### config.mk
export PLATFORM = sky130hd
export DESIGN_NAME = baro_readout
export DESIGN_NICKNAME = d
export VERILOG_FILES = /design/src/common/baro_pkg.sv /design/src/design/baro_sync.sv /design/src/design/baro_readout.sv
export SDC_FILE = /design/constraint.sdc
export NUM_CORES = 1
export LEC_CHECK = 0
export BUFFER_PORTS_ARGS = -buffer_cell sky130_fd_sc_hd__buf_4
export CAP_MARGIN = 20
export CELL_PAD_IN_SITES_DETAIL_PLACEMENT = 1
export CELL_PAD_IN_SITES_GLOBAL_PLACEMENT = 1
export CORE_ASPECT_RATIO = 1.1
export CORE_MARGIN = 4
export CORE_UTILIZATION = 40
export CTS_CLUSTER_SIZE = 30
export DETAILED_ROUTE_END_ITERATION = 8
export GPL_ROUTABILITY_DRIVEN = 1
export GPL_TIMING_DRIVEN = 0
export PLACE_DENSITY_LB_ADDON = 0.1
export SETUP_SLACK_MARGIN = 0.1
export SLEW_MARGIN = 20
export SYNTH_ARGS = -nofsm -noshare
export SYNTH_HDL_FRONTEND = slang
export SYNTH_SLANG_ARGS = --single-unit
### constraint.sdc
create_clock -name clk -period 2.6 [get_ports clk]
set_input_delay 0.52 -clock clk [delete_from_list [all_inputs] [get_ports clk]]
set_output_delay 0.52 -clock clk [all_outputs]
set_load 0.1 [all_outputs]
### src/common/baro_pkg.sv
// package of constants and carrier types for the barometer readout block
package baro_pkg;
   // ==========================================================
   // i2c addressing and commands
   localparam logic [6:0] DEV_ADDR       = 7'h6D;
   localparam logic [7:0] REG_MEAS       = 8'h30;
   localparam logic [7:0] CMD_MEAS       = 8'h0A;
   localparam logic [7:0] REG_FETCH      = 8'h06;
   // ==========================================================
   // result packet layout
   localparam int         PKT_BYTES      = 5;
   localparam int         PRESS_W        = 24;
   localparam int         TEMP_W         = 16;
   localparam logic [23:0] PRESS_RESET   = 24'h000000;
   localparam logic [15:0] TEMP_RESET    = 16'h0000;
   // ==========================================================
   // timing
   localparam int         CLK_MHZ        = 200;
   localparam int         CONV_US        = 2500;
   localparam int         CONV_CYCLES    = CONV_US * CLK_MHZ;
   // ==========================================================
   // carrier types
   typedef struct packed {
      logic [23:0] press;
      logic [15:0] temp;
   } baro_result_t;

   typedef struct packed {
      logic scl;
      logic sda;
   } baro_link_t;

   typedef enum {
      BARO_SLEEP,
      BARO_TEMP,
      BARO_PRESS
   } baro_meas_t;
endpackage

### src/design/baro_sync.sv
// two-flop synchroniser for pins entering the clock domain
`timescale 1ns/10ps
module baro_sync #(
   parameter int WIDTH = 2
) (
   // clock and reset
   input  wire logic             clk,
   input  wire logic             rst,
   input  wire logic             ce,
   // asynchronous input and synchronised output
   input  wire logic [WIDTH-1:0] async_in,
   output logic      [WIDTH-1:0] sync_out
);
   logic [WIDTH-1:0] meta;

   // ==========================================================
   // two stages, reset to idle-high levels
   always_ff @(posedge clk) begin
      if (rst) begin
         meta     <= '1;
         sync_out <= '1;
      end else if (ce) begin
         meta     <= async_in;
         sync_out <= meta;
      end
   end
endmodule

### src/design/baro_readout.sv
// i2c target, measurement sequencer and result packet shifter
`timescale 1ns/10ps
// Contract
// - sleep after reset until measurement request
// - request runs one cycle, stores, sleeps
// - select pin high or open selects i2c
// - answer only target address 0x6D
// - fetch never measures, returns stored results
// - copy packet to shifter after read address
// - shifter frozen until transfer ends
// - pressure always presented as 24 bits
// - bytes and bits sent msb first
// - sensor powered only during conversion
// - fetch returns three pressure, two temperature
// - temperature then pressure, about 5 ms
// - temperature is 16-bit two's complement
module baro_readout #(
   parameter int CONV_CYCLES = baro_pkg::CONV_CYCLES
) (
   // clock, reset, enable
   input  wire logic                 clk,
   input  wire logic                 rst,
   input  wire logic                 ce,
   // i2c pins
   input  wire logic                 scl,
   input  wire logic                 sda_in,
   output logic                      sda_out,
   output logic                      sda_oe,
   // interface select pin, pulled up on the pad
   input  wire logic                 interface_select_pin,
   // converter side
   input  wire baro_pkg::baro_result_t conv_data,
   output logic                      sensor_power,
   output logic                      meas_busy
);
   // refuse a conversion length the phase counter cannot serve
   if (CONV_CYCLES < 2) begin : g_conv_check
      $error("CONV_CYCLES too small");
   end

   // ==========================================================
   // pin synchronisation
   logic [2:0] pins_s;
   baro_sync #(.WIDTH(3)) u_sync (
      .clk      (clk),
      .rst      (rst),
      .ce       (ce),
      .async_in ({scl, sda_in, interface_select_pin}),
      .sync_out (pins_s)
   );

   logic scl_q;
   logic sda_q;
   always_ff @(posedge clk) begin
      if (rst) begin
         scl_q <= 1'b1;
         sda_q <= 1'b1;
      end else if (ce) begin
         scl_q <= pins_s[2];
         sda_q <= pins_s[1];
      end
   end

   // ==========================================================
   // bus event decode
   wire scl_s     = pins_s[2];
   wire sda_s     = pins_s[1];
   wire i2c_mode  = pins_s[0];
   wire scl_rise  = scl_s & ~scl_q;
   wire scl_fall  = ~scl_s & scl_q;
   wire start_ev  = scl_s & scl_q & sda_q & ~sda_s;
   wire stop_ev   = scl_s & scl_q & ~sda_q & sda_s;

   // ==========================================================
   // target state machine
   typedef enum {
      T_IDLE,
      T_START,
      T_ADDR,
      T_ADDR_ACK,
      T_WBYTE,
      T_WACK,
      T_RBYTE,
      T_RACK
   } baro_tgt_t;

   baro_tgt_t       tgt;
   baro_tgt_t       next_tgt;
   logic [7:0]      shreg;
   logic [2:0]      bitcnt;
   logic            rd_dir;
   logic [1:0]      wcount;
   logic [7:0]      reg_ptr;
   logic            meas_req;
   logic [39:0]     out_pkt;
   logic            in_xfer;
   baro_pkg::baro_result_t result;

   wire addr_match = (shreg[7:1] == baro_pkg::DEV_ADDR);
   wire byte_done  = (bitcnt == 3'd7);
   wire is_cmd     = (reg_ptr == baro_pkg::REG_MEAS) && (shreg == baro_pkg::CMD_MEAS);

   // next state on scl falling edge
   always_comb begin
      next_tgt = tgt;
      case (tgt)
         T_START:    next_tgt = T_ADDR;                 // scl fall closing the start condition
         T_ADDR:     next_tgt = byte_done ? (addr_match ? T_ADDR_ACK : T_IDLE) : T_ADDR;
         T_ADDR_ACK: next_tgt = rd_dir ? T_RBYTE : T_WBYTE;
         T_WBYTE:    next_tgt = byte_done ? T_WACK : T_WBYTE;
         T_WACK:     next_tgt = T_WBYTE;
         T_RBYTE:    next_tgt = byte_done ? T_RACK : T_RBYTE;
         T_RACK:     next_tgt = T_RBYTE;
         default:    next_tgt = T_IDLE;
      endcase
   end

   // target sequencing and receive shift
   always_ff @(posedge clk) begin
      if (rst) begin
         tgt     <= T_IDLE;
         shreg   <= 8'h00;
         bitcnt  <= 3'd0;
         rd_dir  <= 1'b0;
         wcount  <= 2'd0;
         reg_ptr <= 8'h00;
         in_xfer <= 1'b0;
      end else if (ce) begin
         if (!i2c_mode || stop_ev) begin
            tgt     <= T_IDLE;
            in_xfer <= 1'b0;
         end else if (start_ev) begin
            tgt    <= T_START;                                  // the fall after start carries no bit
            bitcnt <= 3'd0;
            wcount <= 2'd0;
         end else if (scl_rise && (tgt == T_ADDR || tgt == T_WBYTE)) begin
            shreg <= {shreg[6:0], sda_s};
         end else if (scl_rise && tgt == T_RACK && sda_s) begin
            tgt <= T_IDLE;
         end else if (scl_fall && tgt != T_IDLE) begin
            tgt    <= next_tgt;
            bitcnt <= (tgt == T_ADDR || tgt == T_WBYTE || tgt == T_RBYTE) ? bitcnt + 3'd1 : 3'd0;
            if (tgt == T_ADDR && byte_done) begin
               rd_dir  <= shreg[0];
               in_xfer <= addr_match;
            end
            if (tgt == T_WBYTE && byte_done) begin
               if (wcount == 2'd0) begin
                  reg_ptr <= shreg;
               end
               wcount <= (wcount == 2'd3) ? wcount : wcount + 2'd1;
            end
         end
      end
   end

   // measurement request decode, second write byte after pointer 0x30
   always_ff @(posedge clk) begin
      if (rst) begin
         meas_req <= 1'b0;
      end else if (ce) begin
         meas_req <= scl_fall && tgt == T_WBYTE && byte_done && wcount == 2'd1 && is_cmd;
      end
   end

   // ==========================================================
   // output packet: load at read address, freeze for transfer
   wire load_pkt = scl_fall && tgt == T_ADDR && byte_done && addr_match && shreg[0];
   always_ff @(posedge clk) begin
      if (rst) begin
         out_pkt <= {baro_pkg::PRESS_RESET, baro_pkg::TEMP_RESET};
      end else if (ce) begin
         if (load_pkt) begin
            out_pkt <= {result.press, result.temp};
         end else if (scl_fall && tgt == T_RBYTE) begin
            out_pkt <= {out_pkt[38:0], out_pkt[39]};
         end
      end
   end

   // sda drive: ack slots and read data, open drain
   always_ff @(posedge clk) begin
      if (rst) begin
         sda_oe <= 1'b0;
      end else if (ce) begin
         if (stop_ev || start_ev || !i2c_mode) begin
            sda_oe <= 1'b0;
         end else if (scl_fall) begin
            case (next_tgt)
               T_ADDR_ACK: sda_oe <= (tgt == T_ADDR);
               T_WACK:     sda_oe <= 1'b1;
               T_RBYTE:    sda_oe <= ~(load_pkt ? 1'b1 : (tgt == T_RACK || tgt == T_ADDR_ACK ?
                                       out_pkt[39] : out_pkt[38]));
               default:    sda_oe <= 1'b0;
            endcase
         end
      end
   end

   always_ff @(posedge clk) begin
      if (rst) begin
         sda_out <= 1'b0;
      end else if (ce) begin
         sda_out <= 1'b0;
      end
   end

   // ==========================================================
   // measurement sequencer: temperature then pressure
   baro_pkg::baro_meas_t meas;
   logic [31:0]          conv_cnt;
   logic [15:0]          temp_hold;
   wire conv_end = (conv_cnt == 32'(CONV_CYCLES - 1));

   always_ff @(posedge clk) begin
      if (rst) begin
         meas     <= baro_pkg::BARO_SLEEP;
         conv_cnt <= 32'h0;
         temp_hold <= baro_pkg::TEMP_RESET;
         result   <= {baro_pkg::PRESS_RESET, baro_pkg::TEMP_RESET};
      end else if (ce) begin
         case (meas)
            baro_pkg::BARO_SLEEP: begin
               conv_cnt <= 32'h0;
               if (meas_req) meas <= baro_pkg::BARO_TEMP;
            end
            baro_pkg::BARO_TEMP: begin
               conv_cnt <= conv_end ? 32'h0 : conv_cnt + 32'h1;
               if (conv_end) begin
                  temp_hold <= conv_data.temp;
                  meas      <= baro_pkg::BARO_PRESS;
               end
            end
            default: begin
               conv_cnt <= conv_end ? 32'h0 : conv_cnt + 32'h1;
               // commit both values together so a fetch never sees a torn packet
               if (conv_end) begin
                  result <= {conv_data.press, temp_hold};
                  meas   <= baro_pkg::BARO_SLEEP;
               end
            end
         endcase
      end
   end

   // sensor supply and busy flag straight from flops
   always_ff @(posedge clk) begin
      if (rst) begin
         sensor_power <= 1'b0;
         meas_busy    <= 1'b0;
      end else if (ce) begin
         sensor_power <= (meas != baro_pkg::BARO_SLEEP) && !(meas == baro_pkg::BARO_PRESS && conv_end);
         meas_busy    <= (meas != baro_pkg::BARO_SLEEP) && !(meas == baro_pkg::BARO_PRESS && conv_end);
      end
   end

   // ==========================================================
   // assertions
   a_sleep_idle: assert property (@(posedge clk) disable iff (rst)
      (meas == baro_pkg::BARO_SLEEP && !meas_req && ce) |=> meas == baro_pkg::BARO_SLEEP)
      else $error("left sleep without request");
   a_req_wakes: assert property (@(posedge clk) disable iff (rst)
      (meas == baro_pkg::BARO_SLEEP && meas_req && ce) |=> meas == baro_pkg::BARO_TEMP)
      else $error("request did not wake");
   a_power_meas: assert property (@(posedge clk) disable iff (rst)
      ce |=> sensor_power == $past(meas != baro_pkg::BARO_SLEEP && !(meas == baro_pkg::BARO_PRESS && conv_end)))
      else $error("sensor power mismatch");
   a_busy_ignore: assert property (@(posedge clk) disable iff (rst)
      (meas == baro_pkg::BARO_PRESS && !conv_end && ce) |=> meas == baro_pkg::BARO_PRESS)
      else $error("cycle disturbed");
   a_no_ack_other: assert property (@(posedge clk) disable iff (rst)
      (ce && scl_fall && tgt == T_ADDR && byte_done && !addr_match) |=> !sda_oe && tgt == T_IDLE)
      else $error("acked foreign address");
   a_mode_sel: assert property (@(posedge clk) disable iff (rst)
      (ce && !i2c_mode) |=> tgt == T_IDLE)
      else $error("i2c active while deselected");
   a_result_hold: assert property (@(posedge clk) disable iff (rst)
      (meas == baro_pkg::BARO_SLEEP) |=> result == $past(result))
      else $error("results changed without measurement");
   a_pkt_frozen: assert property (@(posedge clk) disable iff (rst)
      (ce && in_xfer && tgt != T_RBYTE && !load_pkt) |=> out_pkt == $past(out_pkt))
      else $error("packet changed in transfer");
   a_pkt_load: assert property (@(posedge clk) disable iff (rst)
      (ce && load_pkt) |=> out_pkt == {$past(result.press), $past(result.temp)})
      else $error("packet not loaded at read address");
endmodule

Yosys cells after proc, flatten, opt, wreduce, memory -nomap -nowiden

Cells that the tools add are included.

Output and inout bits: 4
Register bits: 225
Bits of input ports: 46

Multiplexer cells: 35
Bitwise operators: 17
Add/subtract/negate cells: 3
Eq/ne operators: 30
Reduce and logical (&&, ||, !) cells: 48

Operators by type and width:

| operator                                               | count |
|---|---|
| 2-to-1 mux 32 bit                                      | 10 |
| equality test 32 x 3 -> 1 bit (second input constant)  | 9 |
| equality test 32 x 2 -> 1 bit (second input constant)  | 3 |
| equality test 32 x 4 -> 1 bit (second input constant)  | 3 |
| 2-to-1 mux 40 bit                                      | 2 |
| equality test 32 x 1 -> 1 bit (second input constant)  | 2 |
| one-hot mux 32 bit (2 select lines)                    | 1 |
| nonzero test 32 bit                                    | 2 |
| adder 32 x 1 -> 32 bit (second input constant)         | 1 |
| equality test 32 x 19 -> 1 bit (second input constant) | 1 |
| logical NOT 32 bit                                     | 1 |
| one-hot mux 3 bit (7 select lines)                     | 1 |
| logical AND 1 bit                                      | 18 |
| 2-to-1 mux 2 bit                                       | 9 |
| 2-to-1 mux 3 bit                                       | 5 |
| AND reduction 7 bit                                    | 2 |
| != test 2 bit (second input constant)                  | 5 |
| inverter 1 bit                                         | 10 |
| nonzero test 2 bit                                     | 5 |
| AND reduction 3 bit                                    | 3 |
| equality test 8 x 4 -> 1 bit (second input constant)   | 1 |
| equality test 8 x 6 -> 1 bit (second input constant)   | 1 |
| AND reduction 4 bit                                    | 2 |
| AND reduction 8 bit                                    | 1 |
| other kinds (17)                                       | 35 |

Longest topological paths before layout

Word-level depth: 11
Depth in mapped cells: 8

Hierarchy

Synthesis repeated with hierarchy kept, for this count alone.

Cell total of the unflattened synthesis: 800
Area total of the unflattened synthesis: 7263.2 µm²

By module, submodules not included:

| module       | area each (µm²) | cells each | instances |
|---|---|---|---|
| baro_readout | 7030.5          | 781        | 1 |
| baro_sync    | 232.7           | 19         | 1 |

Worst setup path after synthesis

Ideal clock, no wire load.

Path type: reg-to-reg
Start: reg bitcnt[0]
End: reg out_pkt[0]
Cell stages (with the launch flop): 9
Setup slack: 674 ps
Arrival: 1804 ps
Required time: 2478 ps
Setup time: 122 ps
Path through: dfxtp_1 > ha_1 > ha_1 > nand4bb_1 > nor3_4 > nand2_1 > a22o_1 > buf_6 > a221o_1

Longest elaborated chain between the ends: 6

Ends and longest elaborated chain:

| what                               | RTL line            | source |
|---|---|---|
| start: declaration                 | baro_readout.sv:90  | `logic [2:0] bitcnt;` |
| start signal: assignment           | baro_readout.sv:142 | `bitcnt <= (tgt == T_ADDR \|\| tgt == T_WBYTE \|\| tgt == T_RBYTE) ? bitcnt + 3'd1 : 3'd0;` |
| equality test 3 bit (*)            | baro_readout.sv:100 | `wire byte_done = (bitcnt == 3'd7);` |
| logical AND 1 bit (*) (3 in a row) | baro_readout.sv:168 | `wire load_pkt = scl_fall && tgt == T_ADDR && byte_done && addr_match && shreg[0];` |
| nonzero test 2 bit (no line)       | n/a                 |  |
| AND reduction 2 bit (no line)      | n/a                 |  |
| end signal: assignment             | baro_readout.sv:171 | `out_pkt <= {baro_pkg::PRESS_RESET, baro_pkg::TEMP_RESET};` |
| end signal: assignment             | baro_readout.sv:174 | `out_pkt <= {result.press, result.temp};` |
| end signal: assignment             | baro_readout.sv:176 | `out_pkt <= {out_pkt[38:0], out_pkt[39]};` |
| end: declaration                   | baro_readout.sv:95  | `logic [39:0] out_pkt;` |

Every way passes the cells marked *; elsewhere a longest branch is shown, timed or not.
A chain may end at the register's enable or synchronous reset.

Final worst setup path

Start: reg bitcnt[0]
End: reg out_pkt[19]

The elaborated chain is that of the path after synthesis.

==> out/metrics.yaml <==
arrival_ns: 2.65
fin_ws_ns: 0.2489
hold_buffers: 0
gr-total-overflow: 0
dp_cells: 1020
ys_async_sr_fraction_pct: 0
die_width_um: 133.2
globalRouteTotalUtil_pct: 18.47
vias_per_cell: 5.244
min_period_ns: 2.351
path_clk_slew_ns: 0.06
cts_tree: "built"
drt_iter0_markers: 188
gp_congestion: 0.8337
synth_area_leader_cell: "dfxtp_1"
grt_pass1_wl_um: 29550
cts_htree_levels: 4
startpoint: "bitcnt[0]"
core_um2: 16950
cp.required_ns: 2.90
fill_cells: 1930
synth_edf_count: 0
syn_avg_cell_area_um2: 9.336
yosys-top-cells-area: "dfxtp_1 (48%), mux2i_1 (6.1%), nand2_1 (5.8%)"
synth-warning-count: 0
fin_tns_setup_ns: 0
fin_crit_sh_pct: 90.43
initial_utilization_pct: 40.69
wl_per_cell_um: 16.74
grt_max_degree: 17
synth_seq_area_share_pct: 48.17
synth_cell_type_count: 57
grt_pass1_vias: 5881
final_cells: 1052
finalHoldViolations: 0
clock-root-buffer: "clkbuf_16"
worstMarginPinSlew_ns: 0.7616
io_pins: 50
nets: 857
r2r_slack_ns: 0.25
grt_antenna_before_repair: 0
synth-seq-cells: 166
status: "complete, no violations"
synth_top_area_share_pct: 48.17
crit_path_end: "out_pkt[19]"
cts_num_sinks: 166
clk_path_buf_depth: 2
drive_gt1_share_pct: 13.69
rr_worst_depth: 8
syn_nets: 791
slew_violations: 0
startpoint_type: "register"
die_height_um: 145.7
ys_dominant_reg_cell: "dfxtp_1"
power_leakage_uw: 0.003079
fmax_mhz: 425.3
netlist_instances: 739
worst_clock_skew_ns: 0.006628
insertedDiodeCount: 0
place_ws_ns: 0.1880
dieArea_um2: 19420
ir_drop_v: 0.0005024
pwr_density_cell_nw_per_um2: 653.0
syn_area_um2: 6899
slew-limit-headroom_pct: 49.23
r2r-end: "out_pkt[19]"
fp-row-count: 50
worstSkewPairLatency_ns: 0.42
critPathCaptureType: "register"
cp_max_fo: 10
area_delta_synth_final_pct: 18.26
vias: 5517
r2r_start: "bitcnt[0]"
holdCritPathClass: "in -> reg"
portBuffers: 47
rsz0062_at_grt: "no"
hpwl_um: 12300
hold_slack_ns: 0.3194
cts_buffers: 17
multi_input_area_um2: 3284
setup_viol: 0
antenna_left: 0
wirelength_um: 17620
max_cap_viol_count: 0
drt-pass1-iter-count: 4
drc_errors: 0
seqCellArea_um2: 3323
critical_path_class: "reg -> reg"
-- metrics by stage --
| step | utilization [%] | total power [uW] | area, um2 |
|---|---|---|---|
| floorplan | - | 2704 | 6899 |
| global placement | 44.50 | 2793 | 7545 |
| detailed placement | 44.50 | 2796 | 7545 |
| CTS | 48.08 | 5381 | 8152 |
| global route | 48.13 | 5525 | 8159 |
| finish | 48.13 | 5328 | 8159 |
-- cell usage after synthesis, drive strengths merged, types with 2 or more instances --
cell type and n:
a211oi 2, a21oi 49, a221o 40, a311oi 2, and2 44, and3 6
and4 9, and4b 2, and4bb 2, buf 27, clkbuf 24, dfxtp 166
ha 6, inv 6, mux2i 42, nand2 107, nand2b 5, nand3 16
nand4 18, nand4b 3, nand4bb 3, nor2 77, nor2b 3, nor3 9
nor4 6, nor4b 6, o21ai 6, o31ai 3, or4 2, xnor2 8
xor2 25
-- layer usage --
layer | routed length, um | vias to the layer above | track usage [%]
met3 | 467 | 11 | 3.527
met2 | 9015 | 61 | 32.37
li1 | - | 2713 | -
met1 | 7932 | 2732 | 22.78
met5 | 0 | - | 0
met4 | 199 | 0 | 6.121
-- cells by family after synthesis --
logic type               synth area share (%)
multiplexers                            6.094
XOR/XNOR                                4.189
adder cells (fa/ha/maj)                 1.088
other                                 0.05435
AND/OR/NAND/NOR                         24.32
buffers and inverters                   4.298
flip-flops                              48.17
AO/OA/AOI/OAI                           11.79
-- sequential cells by signal, indices dropped and copies added, names as in the netlist, 2 cells and up --
signal and cells:
out_pkt 40, bitcnt 3, conv_cnt 32, tgt 3, meas 2, temp_hold 16
u_sync.meta 3, wcount 2, u_sync.sync_out 3, reg_ptr 8, shreg 8, result 40
-- what timing repair did --
item,CTS,global route
setup endpoints to repair,0,44
resized for setup,0,2
setup buffers,0,0
-- cell type report --
type                    count  share of cell area [%]
flip-flops and latches    166                   40.73
multi-input cells         516                   40.25
clock buffers              21                   5.643
repair buffers             47                   4.324
well taps                 234                   3.588
plain buffers              51                   3.389
clock inverters            11                   1.794
inverters                   6                  0.2760
-- critical path, stage by stage, from the launching register on --
cell and delay [ns]:
dfxtp_1 0.37, ha_1 0.17, ha_1 0.25, nand4bb_1 0.24, nor3_4 0.21, nand2_1 0.12, a22o_1 0.32, buf_6 0.20
a221o_1 0.35
-- worst min-delay path by stage --
stage                           from        endpoint  cells past startpoint
after floorplan           result[16]      result[16]                      2
after global placement    result[28]      result[28]                      2
after detailed placement   result[2]       result[2]                      2
after CTS                     sda_in  u_sync.meta[1]                      3
after global routing          sda_in  u_sync.meta[1]                      3
final                         sda_in  u_sync.meta[1]                      3
-- power by group --
part	total [uW]	internal (uW)	switching, uW	leakage (uW)
combinational	184	74.6	109	0.00145
clock	2590	1570	1020	0.000294
sequential	2560	2550	6.38	0.00134
-- cells in the final DEF (no fill, tap or decap), drive strengths merged, types with 2 or more instances in the layout --
cell      synthesis  routed
clkinvlp          0       2
a211oi            2       2
nand4b            3       3
nor2             77      77
nor4              6       6
dfxtp           166     166
and4bb            2       2
o31ai             3       3
and4b             2       2
and3              6       6
nand4            18      18
a21oi            49      49
inv               6       8
a311oi            2       2
nand3            16      16
clkinv            0       4
o21ai             6       6
nor3              9       9
xor2             25      25
ha                6       6
nand2           107     107
or4               2       2
nand4bb           3       3
bufinv            0       3
a221o            40      40
clkbuf           24      46
and4              9       9
nand2b            5       5
xnor2             8       8
nor2b             3       3
nor4b             6       6
buf              27      73
mux2i            42      42
and2             44      44
Power figures use the tool's default switching activity.
